File: config.mk
export PLATFORM = sky130hd
export DESIGN_NAME = fdr_rate_ctrl
export DESIGN_NICKNAME = d
export VERILOG_FILES = /design/src/core/fdr_pkg.sv /design/src/core/fdr_rate_if.sv /design/src/core/fdr_rate_ctrl.sv /design/src/core/fdr_drive_decode.sv /design/src/core/fdr_rate_map.sv
export VERILOG_INCLUDE_DIRS = /design/src /design/src/core
export SDC_FILE = /design/constraint.sdc
export NUM_CORES = 1
export LEC_CHECK = 0
export BUFFER_PORTS_ARGS = -buffer_cell sky130_fd_sc_hd__buf_2
export CAP_MARGIN = 0
export CORE_UTILIZATION = 36
export CTS_BUF_LIST = sky130_fd_sc_hd__clkbuf_8
export CTS_CLUSTER_DIAMETER = 100
export DETAILED_ROUTE_END_ITERATION = 8
export HOLD_SLACK_MARGIN = 0.1
export SLEW_MARGIN = 10
export SYNTH_ARGS = -nofsm -noshare
export SYNTH_HDL_FRONTEND = slang
export SYNTH_SLANG_ARGS = --single-unit
File: constraint.sdc
create_clock -name clk_sys_in -period 2.4 [get_ports clk_sys_in]
set_input_delay 0.36 -clock clk_sys_in [delete_from_list [all_inputs] [get_ports clk_sys_in]]
set_output_delay 0.36 -clock clk_sys_in [all_outputs]
set_load 0.005 [all_outputs]
File: src/core/fdr_defines.svh
// Purpose: Named offsets, fields, reset values and timing of the drive rate control block
// Assumes: 250 MHz system clock
// Notes: Definitions only
`ifndef FDR_DEFINES_SVH
`define FDR_DEFINES_SVH

// ----------------------------------------
// Port offsets
// ----------------------------------------
`define FDR_OFS_DOC 10'h3F2
`define FDR_OFS_TDA 10'h3F3
`define FDR_OFS_RPS 10'h3F4
`define FDR_OFS_DATA 10'h3F5
`define FDR_OFS_CRC 10'h3F7

// ----------------------------------------
// Reset values
// ----------------------------------------
`define FDR_RST_DOC 8'h00
`define FDR_RST_RPS 8'h02
`define FDR_RST_TDA 8'h00
`define FDR_RST_RATE 2'h2

// ----------------------------------------
// Field positions
// ----------------------------------------
`define FDR_DOC_SEL_HI 1
`define FDR_DOC_SEL_LO 0
`define FDR_DOC_NRESET 2
`define FDR_DOC_MOT0 4
`define FDR_DOC_MOT1 5
`define FDR_DOC_MOT2 6
`define FDR_DOC_MOT3 7
`define FDR_RPS_SWRST 7
`define FDR_RPS_LOWPWR 6
`define FDR_RPS_ZERO 5
`define FDR_RPS_PC_HI 4
`define FDR_RPS_PC_LO 2
`define FDR_RPS_RATE_HI 1
`define FDR_RPS_RATE_LO 0

// ----------------------------------------
// Codes
// ----------------------------------------
`define FDR_RATE_1M 2'h3
`define FDR_RATE_SEL01 2'h1
`define FDR_RATE_500 2'h0
`define FDR_PC_DEFAULT 3'h0
`define FDR_PC_NONE 3'h7

// ----------------------------------------
// Timing
// ----------------------------------------
`define FDR_CLK_PS 4000
`define FDR_SRST_MIN_NS 100
`define FDR_SRST_CYC ((`FDR_SRST_MIN_NS * 1000 + `FDR_CLK_PS - 1) / `FDR_CLK_PS)

// ----------------------------------------
// Precompensation delays in ps
// ----------------------------------------
`define FDR_PC_PS_1 41670
`define FDR_PC_PS_2 83340
`define FDR_PC_PS_3 125000
`define FDR_PC_PS_4 166670
`define FDR_PC_PS_5 208330
`define FDR_PC_PS_6 250000
`define FDR_PC2M_PS_1 20800
`define FDR_PC2M_PS_2 41700
`define FDR_PC2M_PS_3 62500
`define FDR_PC2M_PS_4 83300
`define FDR_PC2M_PS_5 104200
`define FDR_PC2M_PS_6 125000
`define FDR_PCDEF_2M_PS 20800
`define FDR_PCDEF_1M_PS 41670
`define FDR_PCDEF_LOW_PS 125000

`endif

File: src/core/fdr_pkg.sv
// Purpose: Types shared by the drive rate control block
// Assumes: Nothing
// Notes: Used by package-qualified names only
package fdr_pkg;

    typedef enum logic [1:0] {
        FDR_TYPE_STD = 2'h0,
        FDR_TYPE_THREE = 2'h1,
        FDR_TYPE_TAPE = 2'h2,
        FDR_TYPE_ALT = 2'h3
    } fdr_rate_type_t;

    typedef enum logic {
        FDR_DEC_NORMAL = 1'h0,
        FDR_DEC_SWAP = 1'h1
    } fdr_decode_t;

endpackage

File: src/core/fdr_rate_if.sv
// Purpose: Carries rate settings to the mapping module and results back
// Assumes: Single clock
// Notes: ctl side drives settings, map side drives results
`timescale 1ns/1ps
interface fdr_rate_if;
    logic [1:0] rate_sel;
    logic [2:0] code_a_code;
    fdr_pkg::fdr_rate_type_t rate_type;
    logic density;
    logic [1:0] rate_code;
    logic [1:0] drive_density_pins;
    logic [5:0] code_a_cycles;

    modport ctl (
        output rate_sel,
        output code_a_code,
        output rate_type,
        input density,
        input rate_code,
        input drive_density_pins,
        input code_a_cycles
    );

    modport map (
        input rate_sel,
        input code_a_code,
        input rate_type,
        output density,
        output rate_code,
        output drive_density_pins,
        output code_a_cycles
    );
endinterface // fdr_rate_if

File: src/core/fdr_rate_ctrl.sv
// Purpose: Host drive control registers of a floppy controller
// Assumes: Host I/O strobes and all config inputs on clk_sys_in
// Notes: Strobes are one cycle per access
//
// Function
// - Motor bits 4,5 drive motor pins 0,1
// - Motor bits 6,7 drive no pin
// - Normal decode of selects and motors
// - Swapped decode exchanges selects and motors
// - Tape select encodes drive 1 to 3
// - Drive 0 never gets tape support
// - Tape register survives software reset
// - Normal mode tape reads zero high bits
// - Enhanced mode returns type, boot, tape
// - Type ID picks config pair by select
// - Active rate is last rate written
// - Hardware reset loads 02H, software keeps
// - Rate register field layout
// - Precompensation code selects write delay
// - Default code delay depends on rate
// - Precompensation starts at configurable track
// - Low power bit, ended by access
// - Self-clearing software reset bit
// - Standard rate select to density mapping
// - Three-mode and tape rate exceptions
// - Density pin mapping per drive type
// - Binary drive select, one drive only
// - Reset bit zero holds software reset
`timescale 1ns/1ps
`include "fdr_defines.svh"
module fdr_rate_ctrl (
    input wire logic clk_sys_in,
    input wire logic reset_in,
    input wire logic [9:0] io_addr_in,
    input wire logic io_wr_in,
    input wire logic io_rd_in,
    input wire logic [7:0] io_wdata_in,
    output logic [7:0] io_rdata_out,
    input wire fdr_pkg::fdr_decode_t decode_mode_in,
    input wire logic enhanced_mode_in,
    input wire logic [7:0] drive_type_config_reg_in,
    input wire fdr_pkg::fdr_rate_type_t drive_rate_type_in,
    input wire logic [7:0] code_a_start_track_in,
    input wire logic [7:0] current_track_in,
    output logic drive_pick_zero_n_out,
    output logic drive_pick_one_n_out,
    output logic motor_out_zero_n_out,
    output logic motor_out_one_n_out,
    output logic density_level_out,
    output logic [1:0] rate_code_out,
    output logic [1:0] drive_density_pins_out,
    output logic [2:0] code_a_out,
    output logic [5:0] code_a_delay_cycles_out,
    output logic code_a_enable_out,
    output logic low_power_out,
    output logic controller_reset_out
);
    localparam int SRST_CYC = `FDR_SRST_CYC;

    logic [7:0] drive_output_control;
    logic [7:0] rate_code_a_select;
    logic [1:0] tape_sel;
    logic [1:0] boot_drive;
    logic [1:0] active_rate;
    logic low_power;
    logic [5:0] srst_cnt;
    logic wr_doc;
    logic wr_tda;
    logic wr_rps;
    logic wr_crc;
    logic status_touch;
    logic [1:0] type_id;
    logic [7:0] next_rdata;

    fdr_rate_if rif ();

    // ----------------------------------------
    // Address decode
    // ----------------------------------------
    always_comb begin
        wr_doc = io_wr_in && (io_addr_in == `FDR_OFS_DOC);
        wr_tda = io_wr_in && (io_addr_in == `FDR_OFS_TDA);
        wr_rps = io_wr_in && (io_addr_in == `FDR_OFS_RPS);
        wr_crc = io_wr_in && (io_addr_in == `FDR_OFS_CRC);
        status_touch = ((io_wr_in || io_rd_in) && (io_addr_in == `FDR_OFS_DATA))
            || (io_rd_in && (io_addr_in == `FDR_OFS_RPS));
    end

    // ----------------------------------------
    // Drive output control
    // ----------------------------------------
    always_ff @(posedge clk_sys_in) begin
        if (reset_in) begin
            drive_output_control <= `FDR_RST_DOC;
        end else if (wr_doc) begin
            drive_output_control <= io_wdata_in;
        end
    end

    // ----------------------------------------
    // Tape assignment
    // ----------------------------------------
    always_ff @(posedge clk_sys_in) begin
        if (reset_in) begin
            tape_sel <= 2'(`FDR_RST_TDA);
            boot_drive <= 2'h0;
        end else if (wr_tda) begin
            tape_sel <= io_wdata_in[1:0];
            if (enhanced_mode_in) begin
                boot_drive <= io_wdata_in[3:2];
            end
        end
    end

    // ----------------------------------------
    // Rate and precompensation select
    // ----------------------------------------
    always_ff @(posedge clk_sys_in) begin
        if (reset_in) begin
            rate_code_a_select <= `FDR_RST_RPS;
        end else if (wr_rps) begin
            rate_code_a_select <= io_wdata_in & ~(8'h01 << `FDR_RPS_ZERO);
        end else begin
            rate_code_a_select[`FDR_RPS_SWRST] <= 1'h0;
        end
    end

    always_ff @(posedge clk_sys_in) begin
        if (reset_in) begin
            active_rate <= `FDR_RST_RATE;
        end else if (wr_rps || wr_crc) begin
            active_rate <= io_wdata_in[`FDR_RPS_RATE_HI:`FDR_RPS_RATE_LO];
        end
    end

    // ----------------------------------------
    // Software reset stretch
    // ----------------------------------------
    always_ff @(posedge clk_sys_in) begin
        if (reset_in) begin
            srst_cnt <= 6'h0;
        end else if (wr_rps && io_wdata_in[`FDR_RPS_SWRST]) begin
            srst_cnt <= 6'(SRST_CYC);
        end else if (srst_cnt != 6'h0) begin
            srst_cnt <= srst_cnt - 6'h1;
        end
    end

    always_ff @(posedge clk_sys_in) begin
        if (reset_in) begin
            controller_reset_out <= 1'h1;
        end else begin
            controller_reset_out <= ~drive_output_control[`FDR_DOC_NRESET]
                || (srst_cnt != 6'h0);
        end
    end

    // ----------------------------------------
    // Low power
    // ----------------------------------------
    always_ff @(posedge clk_sys_in) begin
        if (reset_in) begin
            low_power <= 1'h0;
        end else if (wr_rps && io_wdata_in[`FDR_RPS_LOWPWR]
            && !io_wdata_in[`FDR_RPS_SWRST]) begin
            low_power <= 1'h1;
        end else if (status_touch || controller_reset_out || (srst_cnt != 6'h0)) begin
            low_power <= 1'h0;
        end
    end

    assign low_power_out = low_power;

    // ----------------------------------------
    // Read mux
    // ----------------------------------------
    always_comb begin
        case (drive_output_control[`FDR_DOC_SEL_HI:`FDR_DOC_SEL_LO])
            2'h0: type_id = drive_type_config_reg_in[1:0];
            2'h1: type_id = drive_type_config_reg_in[3:2];
            2'h2: type_id = drive_type_config_reg_in[5:4];
            default: type_id = drive_type_config_reg_in[7:6];
        endcase
        next_rdata = 8'h00;
        if (io_addr_in == `FDR_OFS_DOC) begin
            next_rdata = drive_output_control;
        end else if (io_addr_in == `FDR_OFS_TDA) begin
            if (enhanced_mode_in) begin
                next_rdata = {2'h0, type_id, boot_drive, tape_sel};
            end else begin
                next_rdata = {6'h00, tape_sel};
            end
        end
    end

    always_ff @(posedge clk_sys_in) begin
        if (reset_in) begin
            io_rdata_out <= 8'h00;
        end else if (io_rd_in) begin
            io_rdata_out <= next_rdata;
        end
    end

    // ----------------------------------------
    // Precompensation start
    // ----------------------------------------
    always_ff @(posedge clk_sys_in) begin
        if (reset_in) begin
            code_a_enable_out <= 1'h0;
            code_a_out <= `FDR_PC_DEFAULT;
        end else begin
            code_a_enable_out <= current_track_in >= code_a_start_track_in;
            code_a_out <= rate_code_a_select[`FDR_RPS_PC_HI:`FDR_RPS_PC_LO];
        end
    end

    // ----------------------------------------
    // Mapping and decode
    // ----------------------------------------
    assign rif.rate_sel = active_rate;
    assign rif.code_a_code = rate_code_a_select[`FDR_RPS_PC_HI:`FDR_RPS_PC_LO];
    assign rif.rate_type = drive_rate_type_in;
    assign density_level_out = rif.density;
    assign rate_code_out = rif.rate_code;
    assign drive_density_pins_out = rif.drive_density_pins;
    assign code_a_delay_cycles_out = rif.code_a_cycles;

    fdr_rate_map u_map (
        .clk_sys_in(clk_sys_in),
        .reset_in(reset_in),
        .rif(rif.map)
    );

    // Bits 6 and 7 reach no pin
    fdr_drive_decode u_dec (
        .clk_sys_in(clk_sys_in),
        .reset_in(reset_in),
        .doc_in(drive_output_control & 8'h3F),
        .mode_in(decode_mode_in),
        .drive_pick_zero_n_out(drive_pick_zero_n_out),
        .drive_pick_one_n_out(drive_pick_one_n_out),
        .motor_out_zero_n_out(motor_out_zero_n_out),
        .motor_out_one_n_out(motor_out_one_n_out)
    );
endmodule // fdr_rate_ctrl

File: src/core/fdr_drive_decode.sv
// Purpose: Drive select and motor pin decode
// Assumes: Drive output control value from the same clock
// Notes: Pins are registered, active low
`timescale 1ns/1ps
`include "fdr_defines.svh"
module fdr_drive_decode (
    input wire logic clk_sys_in,
    input wire logic reset_in,
    input wire logic [7:0] doc_in,
    input wire fdr_pkg::fdr_decode_t mode_in,
    output logic drive_pick_zero_n_out,
    output logic drive_pick_one_n_out,
    output logic motor_out_zero_n_out,
    output logic motor_out_one_n_out
);
    logic m0;
    logic m1;
    logic [1:0] sel;
    logic next_pick0;
    logic next_pick1;

    assign m0 = doc_in[`FDR_DOC_MOT0];
    assign m1 = doc_in[`FDR_DOC_MOT1];
    assign sel = doc_in[`FDR_DOC_SEL_HI:`FDR_DOC_SEL_LO];

    // ----------------------------------------
    // Select decode
    // ----------------------------------------
    always_comb begin
        next_pick0 = (sel == 2'h0) && m0;
        next_pick1 = (sel == 2'h1) && m1;
    end

    always_ff @(posedge clk_sys_in) begin
        if (reset_in) begin
            drive_pick_zero_n_out <= 1'h1;
            drive_pick_one_n_out <= 1'h1;
            motor_out_zero_n_out <= 1'h1;
            motor_out_one_n_out <= 1'h1;
        end else if (mode_in == fdr_pkg::FDR_DEC_SWAP) begin
            drive_pick_zero_n_out <= ~next_pick1;
            drive_pick_one_n_out <= ~next_pick0;
            motor_out_zero_n_out <= ~m1;
            motor_out_one_n_out <= ~m0;
        end else begin
            drive_pick_zero_n_out <= ~next_pick0;
            drive_pick_one_n_out <= ~next_pick1;
            motor_out_zero_n_out <= ~m0;
            motor_out_one_n_out <= ~m1;
        end
    end
endmodule // fdr_drive_decode

File: src/core/fdr_rate_map.sv
// Purpose: Data rate to density, rate code and precompensation mapping
// Assumes: Settings from the same clock
// Notes: Results registered
`timescale 1ns/1ps
`include "fdr_defines.svh"
module fdr_rate_map (
    input wire logic clk_sys_in,
    input wire logic reset_in,
    fdr_rate_if.map rif
);
    logic is_2m;
    logic is_1m;
    logic dens;

    // ----------------------------------------
    // Delay lookup
    // ----------------------------------------
    function automatic logic [5:0] fdr_cyc(input int ps);
        fdr_cyc = 6'(ps / `FDR_CLK_PS);
    endfunction

    function automatic int fdr_pc_ps(input logic [2:0] code, input logic fast, input logic one_m);
        int v;
        v = 0;
        case (code)
            3'h1: v = fast ? `FDR_PC2M_PS_1 : `FDR_PC_PS_1;
            3'h2: v = fast ? `FDR_PC2M_PS_2 : `FDR_PC_PS_2;
            3'h3: v = fast ? `FDR_PC2M_PS_3 : `FDR_PC_PS_3;
            3'h4: v = fast ? `FDR_PC2M_PS_4 : `FDR_PC_PS_4;
            3'h5: v = fast ? `FDR_PC2M_PS_5 : `FDR_PC_PS_5;
            3'h6: v = fast ? `FDR_PC2M_PS_6 : `FDR_PC_PS_6;
            `FDR_PC_NONE: v = 0;
            default: v = fast ? `FDR_PCDEF_2M_PS : (one_m ? `FDR_PCDEF_1M_PS
                : `FDR_PCDEF_LOW_PS);
        endcase
        return v;
    endfunction

    always_comb begin
        is_2m = (rif.rate_type == fdr_pkg::FDR_TYPE_TAPE)
            && (rif.rate_sel == `FDR_RATE_SEL01);
        is_1m = (rif.rate_sel == `FDR_RATE_1M);
        dens = (rif.rate_sel == `FDR_RATE_1M) || (rif.rate_sel == `FDR_RATE_500);
    end

    always_ff @(posedge clk_sys_in) begin
        if (reset_in) begin
            rif.density <= 1'h0;
            rif.rate_code <= `FDR_RST_RATE;
            rif.drive_density_pins <= 2'h0;
            rif.code_a_cycles <= 6'h0;
        end else begin
            rif.density <= dens;
            rif.rate_code <= rif.rate_sel;
            rif.code_a_cycles <= fdr_cyc(fdr_pc_ps(rif.code_a_code, is_2m, is_1m));
            case (rif.rate_type)
                fdr_pkg::FDR_TYPE_STD: rif.drive_density_pins <= {rif.rate_sel[0], dens};
                fdr_pkg::FDR_TYPE_TAPE: rif.drive_density_pins <= {rif.rate_sel[0], rif.rate_sel[1]};
                fdr_pkg::FDR_TYPE_THREE: rif.drive_density_pins <= {rif.rate_sel[0], ~dens};
                default: rif.drive_density_pins <= {rif.rate_sel[1], rif.rate_sel[0]};
            endcase
        end
    end
endmodule // fdr_rate_map

==> metrics, run 1 <==
Comb power frac between 20 and 25%; crit-path max FO 7; post-route ant nets 0; max_cap viols 0; Initial Util a little under two fifths; layout cells sized above 1 approximately 30%; Final setup viols 0; Worst Path Required approximately 2.6 ns; die area between 7000 and 8000 um2; Sequential Power Share 51.3%; die width 85.9 um; Rows 30; max_slew headroom 62.5%; RSZ-0062 raised after global routing no; number of flops mapped to enable cells by yosys 0; Avg Inst Size Synth 9.22 um2; num ports between 70 and 80; Leak ~0.0013 uW; Max IR drop VDD roughly 0.36 mV; Most used DFF post-synth dfxtp_1; Area growth syn-to-layout 23.0%; Worst setup EP type flip-flop; Slew Limit Fails 0; n_diodes 0; DR vias/cell roughly 4.8; Die H roughly 86 um; Min Hold Slack 0.294 ns; clk sinks 52; sequential area share after synthesis between 40% and 50%; clk slew on worst S/H paths about 0.09 ns; crit path DAT roughly 1.7 ns; number of library cell types mapped by synthesis just over 40; Syn. warnings 0; buffers added on ports 78; synthesized net count 337; Worst-Margin Slew 0.557 ns; global-route wire length before repair between 9000 and 10000 um; post-synthesis async set-or-reset flop share 0%; clock power share between 20% and 30%; setup TNS 0 ns; post-synthesis register bit count 52; TritonCTS clock tree done; post-route minimum period between 1.5 and 2 ns; Switching Share between 20 and 30%; GRT Util Overall 16.0%; Detail Placement HPWL roughly 4300 um; clk_lat worst skew slightly above 0.3 ns; Final Hold Viols 0; critical path type reg -> reg; first drt pass iteration count 4; Critical Path Max Stage Delay about 0.56 ns; initial antenna violation count 0; status finished clean; Nets 416; P_sw approximately 520 uW; H-tree depth 2; CTS resizes 0; Crit-path slowest cell mux4_2; CTS Hold Bufs 0; setup bufs post-CTS 0; Final Core Density a little under half; DRC 0; Worst Skew 0.00681 ns; WL final about 5700 um; Cells after Synth between 200 and 300; routed len/inst about 13 um; hold crit path type in -> reg; pin count of the biggest net entering global routing 27; GRT Residual Overflow 0; Core ar. 6790 um2; root buffer cell clkbuf_8; number of global-route vias before repair 2004; Power Internal around 1300 uW; Critical Path Start Type flip-flop; Num CTS Buffers 5; fin crit share between 60% and 70%; critical-path cell list mux4_2 -> a31oi_1 -> o32ai_1; Pwr Density 590 nW/um2; RePlAce Congestion approximately 0.77; initial DRC count 50; Via Count around 2200; clk buf depth 2; Max Clock Freq ~650 MHz; Cell Area, Synth between 2000 and 3000 um2
## placed cells by master (no fill, tap or decap), drive strengths merged, types with 2 or more instances in the layout
master / synthesis / final
a211oi: 2 / 2
a21o: 5 / 5
a21oi: 13 / 13
a31oi: 5 / 5
and3: 2 / 2
buf: 1 / 84
clkbuf: 11 / 5
dfxtp: 52 / 52
ha: 12 / 12
inv: 18 / 18
mux2: 7 / 7
mux2i: 16 / 16
mux4: 2 / 2
nand2: 13 / 13
nand2b: 15 / 15
nand3: 11 / 11
nand3b: 6 / 6
nand4: 3 / 3
nand4b: 3 / 3
nand4bb: 2 / 2
nor2: 22 / 22
nor2b: 10 / 10
nor3: 8 / 8
nor3b: 4 / 4
nor4: 7 / 7
o21a: 2 / 2
o21ai: 6 / 6
o32ai: 2 / 2
or3: 3 / 3
xnor2: 4 / 4
## critical path, delay by kind of cell, from the launching register on
kind	cells	cell delay, ns
multiplexers	1	0.56
AO/OA/AOI/OAI	2	0.33
flip-flops	1	0.54
## routing by layer
metal  global-route usage, %  share of wire [%]  up-vias
li1                        -                  -     1117
met1                    20.5                 47      995
met2                    27.0                 47       41
met3                    3.95                4.5        4
met4                    4.09               0.93        0
met5                       0                  0        -
## through the flow
step,setup slack [ns],area (um2),power (uW),cells
6_report,0.853,3120,1840,450
2_1_floorplan,0.752,2540,1240,275
4_1_cts,0.838,3120,1860,450
3_3_place_gp,0.649,3040,1360,443
3_5_place_dp,0.622,3040,1370,443
5_1_grt,0.765,3120,1950,450
## power groups by stage
stage | sequential, uW | combinational, uW | clock (uW)
final | 944 | 408 | 489
after global routing | 952 | 455 | 540
after CTS | 944 | 412 | 506
after detailed placement | 963 | 412 | 0
after global placement | 962 | 402 | 0
after floorplan | 957 | 285 | 0
## cells in the mapped netlist (2+ instances only)
master	count	area, um2
dfxtp_1	52	1040
nor2_1	22	82.6
inv_1	18	67.6
mux2i_1	16	160
nand2b_1	14	87.6
a21oi_1	13	65.1
nand2_1	13	48.8
ha_1	12	150
clkbuf_1	11	41.3
nand3_1	11	55.1
nor2b_1	10	62.6
nor3_1	8	40.0
mux2_2	7	78.8
nand3b_1	6	45.0
o21ai_0	6	30.0
a21o_1	5	37.5
a31oi_1	5	31.3
nor4_1	5	31.3
nor3b_1	4	30.0
xnor2_1	4	35.0
nand4_1	3	18.8
nand4b_1	3	26.3
or3_1	3	18.8
a211oi_1	2	15.0
and3_1	2	12.5
mux4_2	2	45.0
nand4bb_1	2	22.5
o21a_1	2	15.0
o32ai_1	2	17.5
## registers in the layout (all words and copies together) (netlist names), 2 cells and up
name and count:
active_rate 2, boot_drive 2, code_a_out 3, drive_output_control 8
io_rdata_out 8, rate_code_a_select 3, srst_cnt 6, tape_sel 2
u_map.rif.code_a_cycles 6, u_map.rif.drive_density_pins 2, u_map.rif.rate_code 2
## cells by family (layout without fill, tap and decap cells)
| group | count (synthesis) | after routing | synth area share, % |
|---|---|---|---|
| xor+xnor | 4 | 4 | 1.38 |
| buf+inv | 30 | 109 | 4.74 |
| mux | 25 | 25 | 11.2 |
| compound gates | 38 | 38 | 9.27 |
| flops | 52 | 52 | 41.0 |
| fa+ha+maj | 12 | 12 | 5.92 |
| simple gates | 114 | 114 | 26.4 |
## path summary, 6_finish.rpt
check / from / end / slack (ns) / cells past startpoint
max reg2reg: drive_output_control[0]$_SDFFE_PP0P_ / io_rdata_out[5]$_SDFFE_PP0P_ / 0.85 / 3
min reg2reg: drive_output_control[2]$_SDFFE_PP0P_ / controller_reset_out$_SDFF_PP1_ / 0.45 / 1
min: io_wdata_in[5] / drive_output_control[5]$_SDFFE_PP0P_ / 0.29 / 3
max: drive_output_control[0]$_SDFFE_PP0P_ / io_rdata_out[5]$_SDFFE_PP0P_ / 0.85 / 3
## area by class of cell
type,count,area [um2]
Clock buffer,5,68.8
Clock inverter,2,12.5
Fill cell,688,3670
Inverter,18,67.6
Multi-Input combinational cell,193,1380
Sequential cell,52,1040
Tap cell,96,120
Timing Repair Buffer,84,435
No activity file was read; power rests on OpenSTA's default activity.
==> run 2, diff against run 1 <==
==> constraint.sdc (replaced) <==
create_clock -name clk_sys_in -period 1.55 [get_ports clk_sys_in]
set_input_delay 0.2325 -clock clk_sys_in [delete_from_list [all_inputs] [get_ports clk_sys_in]]
set_output_delay 0.2325 -clock clk_sys_in [all_outputs]
set_load 0.005 [all_outputs]
==> run 2 against run 1 <==
Against the previous run: critical path depth up 1; register-to-register slack lost 0.71 ns; non-clock buffer count increased by 11; first-iteration DRC count is 76% higher; global-route usage up 0.56 points; final cell count is 2.7% higher; utilization increased by 1.7 points; critical path type unchanged; highest routed layer unchanged.
==> metrics, run 2 (synthesis gave the netlist of run 1 again) <==
num ports 79 (unchanged); die area 7380 um2 (unchanged); routed len/inst 12.6 um (about the same); status finished clean (unchanged); Final Core Density 47.6% (was 45.9%); CTS Hold Bufs 0 (unchanged); area of the multi-input gates 1380 um2 (about the same); FILL cells 683 (was 688); highest-count cells in the layout ignoring fill and taps buf_2 (78), dfxtp_1 (51), nor2_1 (22), inv_1 (18) (was buf_2 (78), dfxtp_1 (52), nor2_1 (22), inv_1 (18), mux2i_1 (16)); Rows 30 (unchanged); root buffer cell clkbuf_8 (unchanged); Slew Limit Fails 0 (unchanged); Worst-Margin Slew 0.407 ns (was 0.557 ns); clk slew on worst S/H paths 0.09 ns (about the same); Num CTS Buffers 5 (unchanged); post-route ant nets 0 (unchanged); first drt pass iteration count 4 (unchanged); Critical Path Max Stage Delay 0.41 ns (was 0.56 ns); critical-path cell list or3_1 -> or2_2 -> o21a_1 -> a21oi_1 (was mux4_2 -> a31oi_1 -> o32ai_1); Detail Placement HPWL 4620 um (was 4280 um); global-route wire length before repair 9720 um (was 9460 um); Critical Path Start Type flip-flop (unchanged); # placed instances 454 (was 443); RePlAce Congestion 0.810 (was 0.767); DRC 0 (unchanged); routed wl met2 2780 um (was 2670 um); Regs by FF count drive_output_control: 8 flops, io_rdata_out: 8 flops (unchanged); Max IR drop VDD 0.606 mV (was 0.356 mV); setup TNS 0 ns (unchanged); RSZ-0062 raised after global routing no (unchanged); Pwr Density 904 nW/um2 (was 590 nW/um2); buffers added on ports 78 (unchanged); final cell count without fillers 462 (was 450); Worst setup EP type flip-flop (unchanged); Core ar. 6790 um2 (unchanged); DR top layer met4 (unchanged); TritonCTS clock tree done (unchanged); GRT Residual Overflow 0 (unchanged); Leak 0.00140 uW (was 0.00133 uW); placed inst area 3140 um2 (was 3040 um2); crit path DAT 1.64 ns (was 1.74 ns); H-tree depth 2 (unchanged); initial DRC count 88 (was 50); most common cell after layout, fill and taps aside buf_2 (unchanged); max_cap viols 0 (unchanged); Finished Cell Area 3240 um2 (was 3120 um2); setup bufs post-CTS 0 (unchanged); post-route minimum period 1.41 ns (was 1.55 ns); n_diodes 0 (unchanged); number of global-route vias before repair 2115 (was 2004); Initial Util 37.3% (unchanged); pin count of the biggest net entering global routing 24 (was 27); crit-path max FO 4 (was 7); fin crit share 90.8% (was 64.5%); sequential cell area 1040 um2 (about the same); Final Hold Viols 0 (unchanged); Max Clock Freq 711 MHz (was 646 MHz); WL final 5830 um (was 5670 um); max_slew headroom 72.8% (was 62.5%); CTS resizes 0 (unchanged); initial antenna violation count 0 (unchanged); Die H 85.9 um (unchanged); Final setup viols 0 (unchanged); met3 WL post-DR 214 um (was 254 um); critical path type reg -> reg (unchanged); clk_lat worst skew 0.30 ns (was 0.31 ns); Nets 427 (was 416); DR vias/cell 4.82 (was 4.79); hold crit path type in -> reg (unchanged); kind of cell adding the most delay to the critical path simple AND/OR/NAND/NOR gates (was multiplexers); met1 WL 2780 um (was 2690 um); clk buf depth 2 (unchanged); Worst Path Required 1.78 ns (was 2.59 ns); Critical path buffers and inverters 0 (unchanged); Min Hold Slack 0.184 ns (was 0.294 ns); GRT Util Overall 16.6% (was 16.0%); Worst Skew 0.00873 ns (was 0.00681 ns); layout cells sized above 1 32.2% (was 29.7%); Crit-path slowest cell or3_1 (was mux4_2); clk sinks 52 (unchanged); Via Count 2228 (was 2157); Area growth syn-to-layout 27.6% (was 23.0%); die width 85.9 um (unchanged)
## run 2: changes by cell type in the layout (fill, tap and decap cells not counted)
cell        previous run  this run
buf_12                 0         1
buf_4                  6        16
clkbuf_8               5         6
clkinv_2               1         2
clkinvlp_4             1         0
dfxtp_1               52        51
dfxtp_2                0         1
nor4_2                 1         0
nor4_4                 1         2
o21ai_0                6         5
o21ai_1                0         1
## run 2: where the power goes
part / switching (uW) / internal [uW]
clock network: 429 / 357
registers: 63.2 / 1410
logic: 315 / 355
total: 807 / 2120
## run 2: stage by stage
stage	worst slack, ns	power [uW]
after detailed placement	0.0777	2180
after global placement	0.0663	2160
after global routing	0.0230	3110
final	0.143	2930
after CTS	0.0859	2970
after floorplan	0.0294	1950
## run 2: path summary, 6_finish.rpt
kind,start,end,slack (ns),cells past startpoint
setup / recovery,srst_cnt[2]$_SDFFE_PP0P_,srst_cnt[3]$_SDFFE_PP0P_,0.14,4
hold / removal,io_wdata_in[5],drive_output_control[5]$_SDFFE_PP0P_,0.18,3
setup reg to reg,srst_cnt[2]$_SDFFE_PP0P_,srst_cnt[3]$_SDFFE_PP0P_,0.14,4
hold reg to reg,drive_output_control[2]$_SDFFE_PP0P_,controller_reset_out$_SDFF_PP1_,0.46,1
## run 2: worst min-delay path, delay by kind of cell
kind	cells	cell delay, ns
multiplexers	1	0.06
buffers and inverters	1	0.08
AND/OR/NAND/NOR	1	0.07
## run 2: metal layers
metal / vias to the layer above / GRT usage, %
li1: 1138 / -
met1: 1043 / 21.3
met2: 41 / 28.3
met3: 6 / 3.27
met4: 0 / 4.55
met5: - / 0
## run 2: layout make-up
class / count / share of cell area [%]
multi-input combinational: 193 / 42.8
clock inverter: 2 / 0.309
tap: 96 / 3.71
clock buffer: 6 / 2.55
inverter: 18 / 2.09
timing repair buffer: 95 / 16.4
sequential: 52 / 32.2
==> run 3, diff against run 2 <==
--- a/config.mk
+++ b/config.mk
@@ -6,6 +6,7 @@
 export SDC_FILE = /design/constraint.sdc
 export NUM_CORES = 1
 export LEC_CHECK = 0
+export ABC_AREA = 1
 export BUFFER_PORTS_ARGS = -buffer_cell sky130_fd_sc_hd__buf_2
 export CAP_MARGIN = 0
 export CORE_UTILIZATION = 36
@@ -13,6 +14,7 @@
 export CTS_CLUSTER_DIAMETER = 100
 export DETAILED_ROUTE_END_ITERATION = 8
 export HOLD_SLACK_MARGIN = 0.1
+export MAX_ROUTING_LAYER = met4
 export SLEW_MARGIN = 10
 export SYNTH_ARGS = -nofsm -noshare
 export SYNTH_HDL_FRONTEND = slang
==> run 3 against run 2 <==
Against the previous run: sequential cell count is the same; synthesized cell count is 33% higher; non-clock buffer count fell by 9; die area increased by 2.0%; synthesized area increased by 2.1%; worst hold slack better by 0.0058 ns; first-iteration DRC count is 83% higher; final cell count rose by 19%; fmax fell by 1.7%; sequential share of layout area is 0.091 points higher; clock skew is 0.0022 ns lower; largest cell class unchanged.
==> metrics, run 3 <==
area leader, netlist dfxtp_1 (unchanged); mux cell area share after synthesis 0% (was 11.2%); crit-path max FO 5 (was 4); fin crit share 92.3% (was 90.8%); clk buf depth 2 (unchanged); max_slew headroom 77.5% (was 72.8%); post-route minimum period 1.43 ns (was 1.41 ns); clk_lat worst skew 0.31 ns (was 0.30 ns); initial antenna violation count 0 (unchanged); number of library cell types mapped by synthesis 29 (was 41); Finished Cell Area 3240 um2 (about the same); TritonCTS clock tree done (unchanged); Setup WS post-layout 0.119 ns (was 0.143 ns); Core ar. 6870 um2 (was 6790 um2); Via Count 2574 (was 2228); Die H 86.8 um (was 85.9 um); RePlAce Congestion 0.973 (was 0.810); post-synth top area share 40.2% (was 41.0%); compound-gate portion of the synthesized area 15.9% (was 9.27%); Regs by FF count drive_output_control: 8 flops, io_rdata_out: 8 flops (unchanged); GRT met2 Usage 29.1% (was 28.3%); Most used DFF post-synth dfxtp_1 (unchanged); Leak 0.00156 uW (was 0.00140 uW); clk slew on worst S/H paths 0.09 ns (about the same); hold depth 2 (was 3); Critical Path Start Type flip-flop (unchanged); Final setup viols 0 (unchanged); number of global-route vias before repair 2358 (was 2115); Initial Util 37.7% (was 37.3%); Cell Area, Synth 2590 um2 (was 2540 um2); pre-CTS setup slack 0.0509 ns (was 0.0777 ns); number of flops mapped to enable cells by yosys 0 (unchanged); Num CTS Buffers 5 (unchanged); final cell count without fillers 549 (was 462); Area growth syn-to-layout 25.1% (was 27.6%); pin count of the biggest net entering global routing 27 (was 24); Cells after Synth 366 (was 275); main combinational cell family by area after synthesis simple AND/OR/NAND/NOR gates (unchanged); Worst-Margin Slew 0.337 ns (was 0.407 ns); global route hottest layer met2 (unchanged); post-route ant nets 0 (unchanged); placed inst area 3100 um2 (was 3140 um2); Synth top cells by count nand2_1 (63), dfxtp_1 (52), inv_1 (49), nor2_1 (44), a21oi_1 (33) (was dfxtp_1 (52), nor2_1 (22), inv_1 (18), mux2i_1 (16), nand2b_1 (14)); synthesized net count 428 (was 337); layout cells sized above 1 25.6% (was 32.2%); root buffer cell clkbuf_8 (unchanged); Post-Synth Simple-Gate Area 27.5% (was 26.4%); most common cell after layout, fill and taps aside buf_2 (unchanged); routed len/inst 11.1 um (was 12.6 um); r2r worst-path depth 10 (was 4); Rows 30 (unchanged); Syn. warnings 0 (unchanged); sequential area share after synthesis 40.2% (was 41.0%); clk sinks 52 (unchanged); Worst setup EP type flip-flop (unchanged); first drt pass iteration count 4 (unchanged); global-route wire length before repair 10200 um (was 9720 um); Slew Limit Fails 0 (unchanged); die width 86.8 um (was 85.9 um); Worst Skew 0.00651 ns (was 0.00873 ns); GRT Util Overall 17.6% (was 16.6%); Max Clock Freq 699 MHz (was 711 MHz); Final Hold Viols 0 (unchanged); Nets 514 (was 427); top cells by area, synth dfxtp_1 (40%), nand2_1 (9.1%), inv_1 (7.1%) (was dfxtp_1 (41%), mux2i_1 (6.3%), ha_1 (5.9%)); Synth Area in XOR/XNOR 1.35% (was 1.38%); most frequent cell after synthesis nand2_1 (was dfxtp_1); DR vias/cell 4.69 (was 4.82); n_diodes 0 (unchanged); max_cap viols 0 (unchanged); WL final 6070 um (was 5830 um); status finished clean (unchanged); post-synthesis async set-or-reset flop share 0% (unchanged); grt met3 use 3.14% (was 3.27%); Worst Path Required 1.75 ns (was 1.78 ns); Max IR drop VDD 0.787 mV (was 0.606 mV); die area 7530 um2 (was 7380 um2); DRC 0 (unchanged); initial DRC count 161 (was 88); Avg Inst Size Synth 7.07 um2 (was 9.22 um2); # placed instances 537 (was 454); crit path DAT 1.63 ns (was 1.64 ns); Detail Placement HPWL 4750 um (was 4620 um); critical path type reg -> reg (unchanged); hold crit path type in -> reg (unchanged); H-tree depth 2 (unchanged); adder-cell area share of the yosys netlist 5.80% (was 5.92%); Pwr Density 876 nW/um2 (was 904 nW/um2); CTS Hold Bufs 0 (unchanged); post-synthesis register bit count 52 (unchanged); met1 usage 21.9% (was 21.3%); num ports 79 (unchanged); total power 2840 uW (was 2930 uW); highest-count cells in the layout ignoring fill and taps buf_2 (78), nand2_1 (63), dfxtp_1 (50), inv_1 (48), nor2_1 (44) (was buf_2 (78), dfxtp_1 (51), nor2_1 (22), inv_1 (18)); buffers added on ports 78 (unchanged); Min Hold Slack 0.190 ns (was 0.184 ns); GRT Residual Overflow 0 (unchanged)
[run 3: layout make-up]
cell class                      count  area, um2
Fill cell                         714       3630
Multi-Input combinational cell    252       1320
Sequential cell                    52       1050
Timing Repair Buffer               86        454
Inverter                           55        206
Tap cell                           96        120
Clock buffer                        6       82.6
Clock inverter                      2       10.0
[run 3: logic make-up (layout without fill, tap and decap cells)]
kind of cell / Yosys count / in the layout
simple gates: 159 / 159
compound gates: 77 / 77
buf+inv: 62 / 149
flops: 52 / 52
fa+ha+maj: 12 / 12
xor+xnor: 4 / 4
[run 3: critical path: stages (launching register included)]
cell and delay, ns:
dfxtp_2 0.34, inv_2 0.07, ha_4 0.13, nand2_1 0.08, nor2_4 0.16, buf_4 0.16, nor2_1 0.06, o21ai_0 0.16
nand3_1 0.09, nand2_1 0.06, nor2_1 0.03
[run 3: routing by layer]
| metal | part of all wire (%) | vias to the layer above |
|---|---|---|
| li1 | - | 1368 |
| met1 | 49 | 1136 |
| met2 | 46 | 65 |
| met3 | 4.6 | 5 |
| met4 | 0.82 | 0 |
| met5 | 0 | - |
[run 3: path summary, 6_finish.rpt]
check                                             from                                    endpoint  slack [ns]
hold reg to reg   drive_output_control[2]$_SDFFE_PP0P_             controller_reset_out$_SDFF_PP1_        0.45
hold / removal                   drive_rate_type_in[0]  u_map.rif.drive_density_pins[1]$_SDFF_PP0_        0.19
setup reg to reg           active_rate[1]$_SDFFE_PP1P_       u_map.rif.code_a_cycles[0]$_SDFF_PP0_        0.12
setup / recovery           active_rate[1]$_SDFFE_PP1P_       u_map.rif.code_a_cycles[0]$_SDFF_PP0_        0.12
[run 3: what timing repair did]
action / CTS / global route
setup endpoints to repair: 0 / 4
resized for setup: 0 / 10
setup buffers: 0 / 4
[run 3: report_power, final]
group | total, uW | internal, uW | switching, uW
Clock | 800 | 357 | 443
Sequential | 1450 | 1410 | 41.6
Combinational | 584 | 258 | 327
[run 3: stage by stage]
| step | util [%] | setup TNS, ns |
|---|---|---|
| 6_report | 47.2 | 0 |
| 2_1_floorplan | - | 0 |
| 4_1_cts | 46.4 | 0 |
| 3_3_place_gp | 45.1 | 0 |
| 3_5_place_dp | 45.1 | 0 |
| 5_1_grt | 47.2 | -0.0147 |
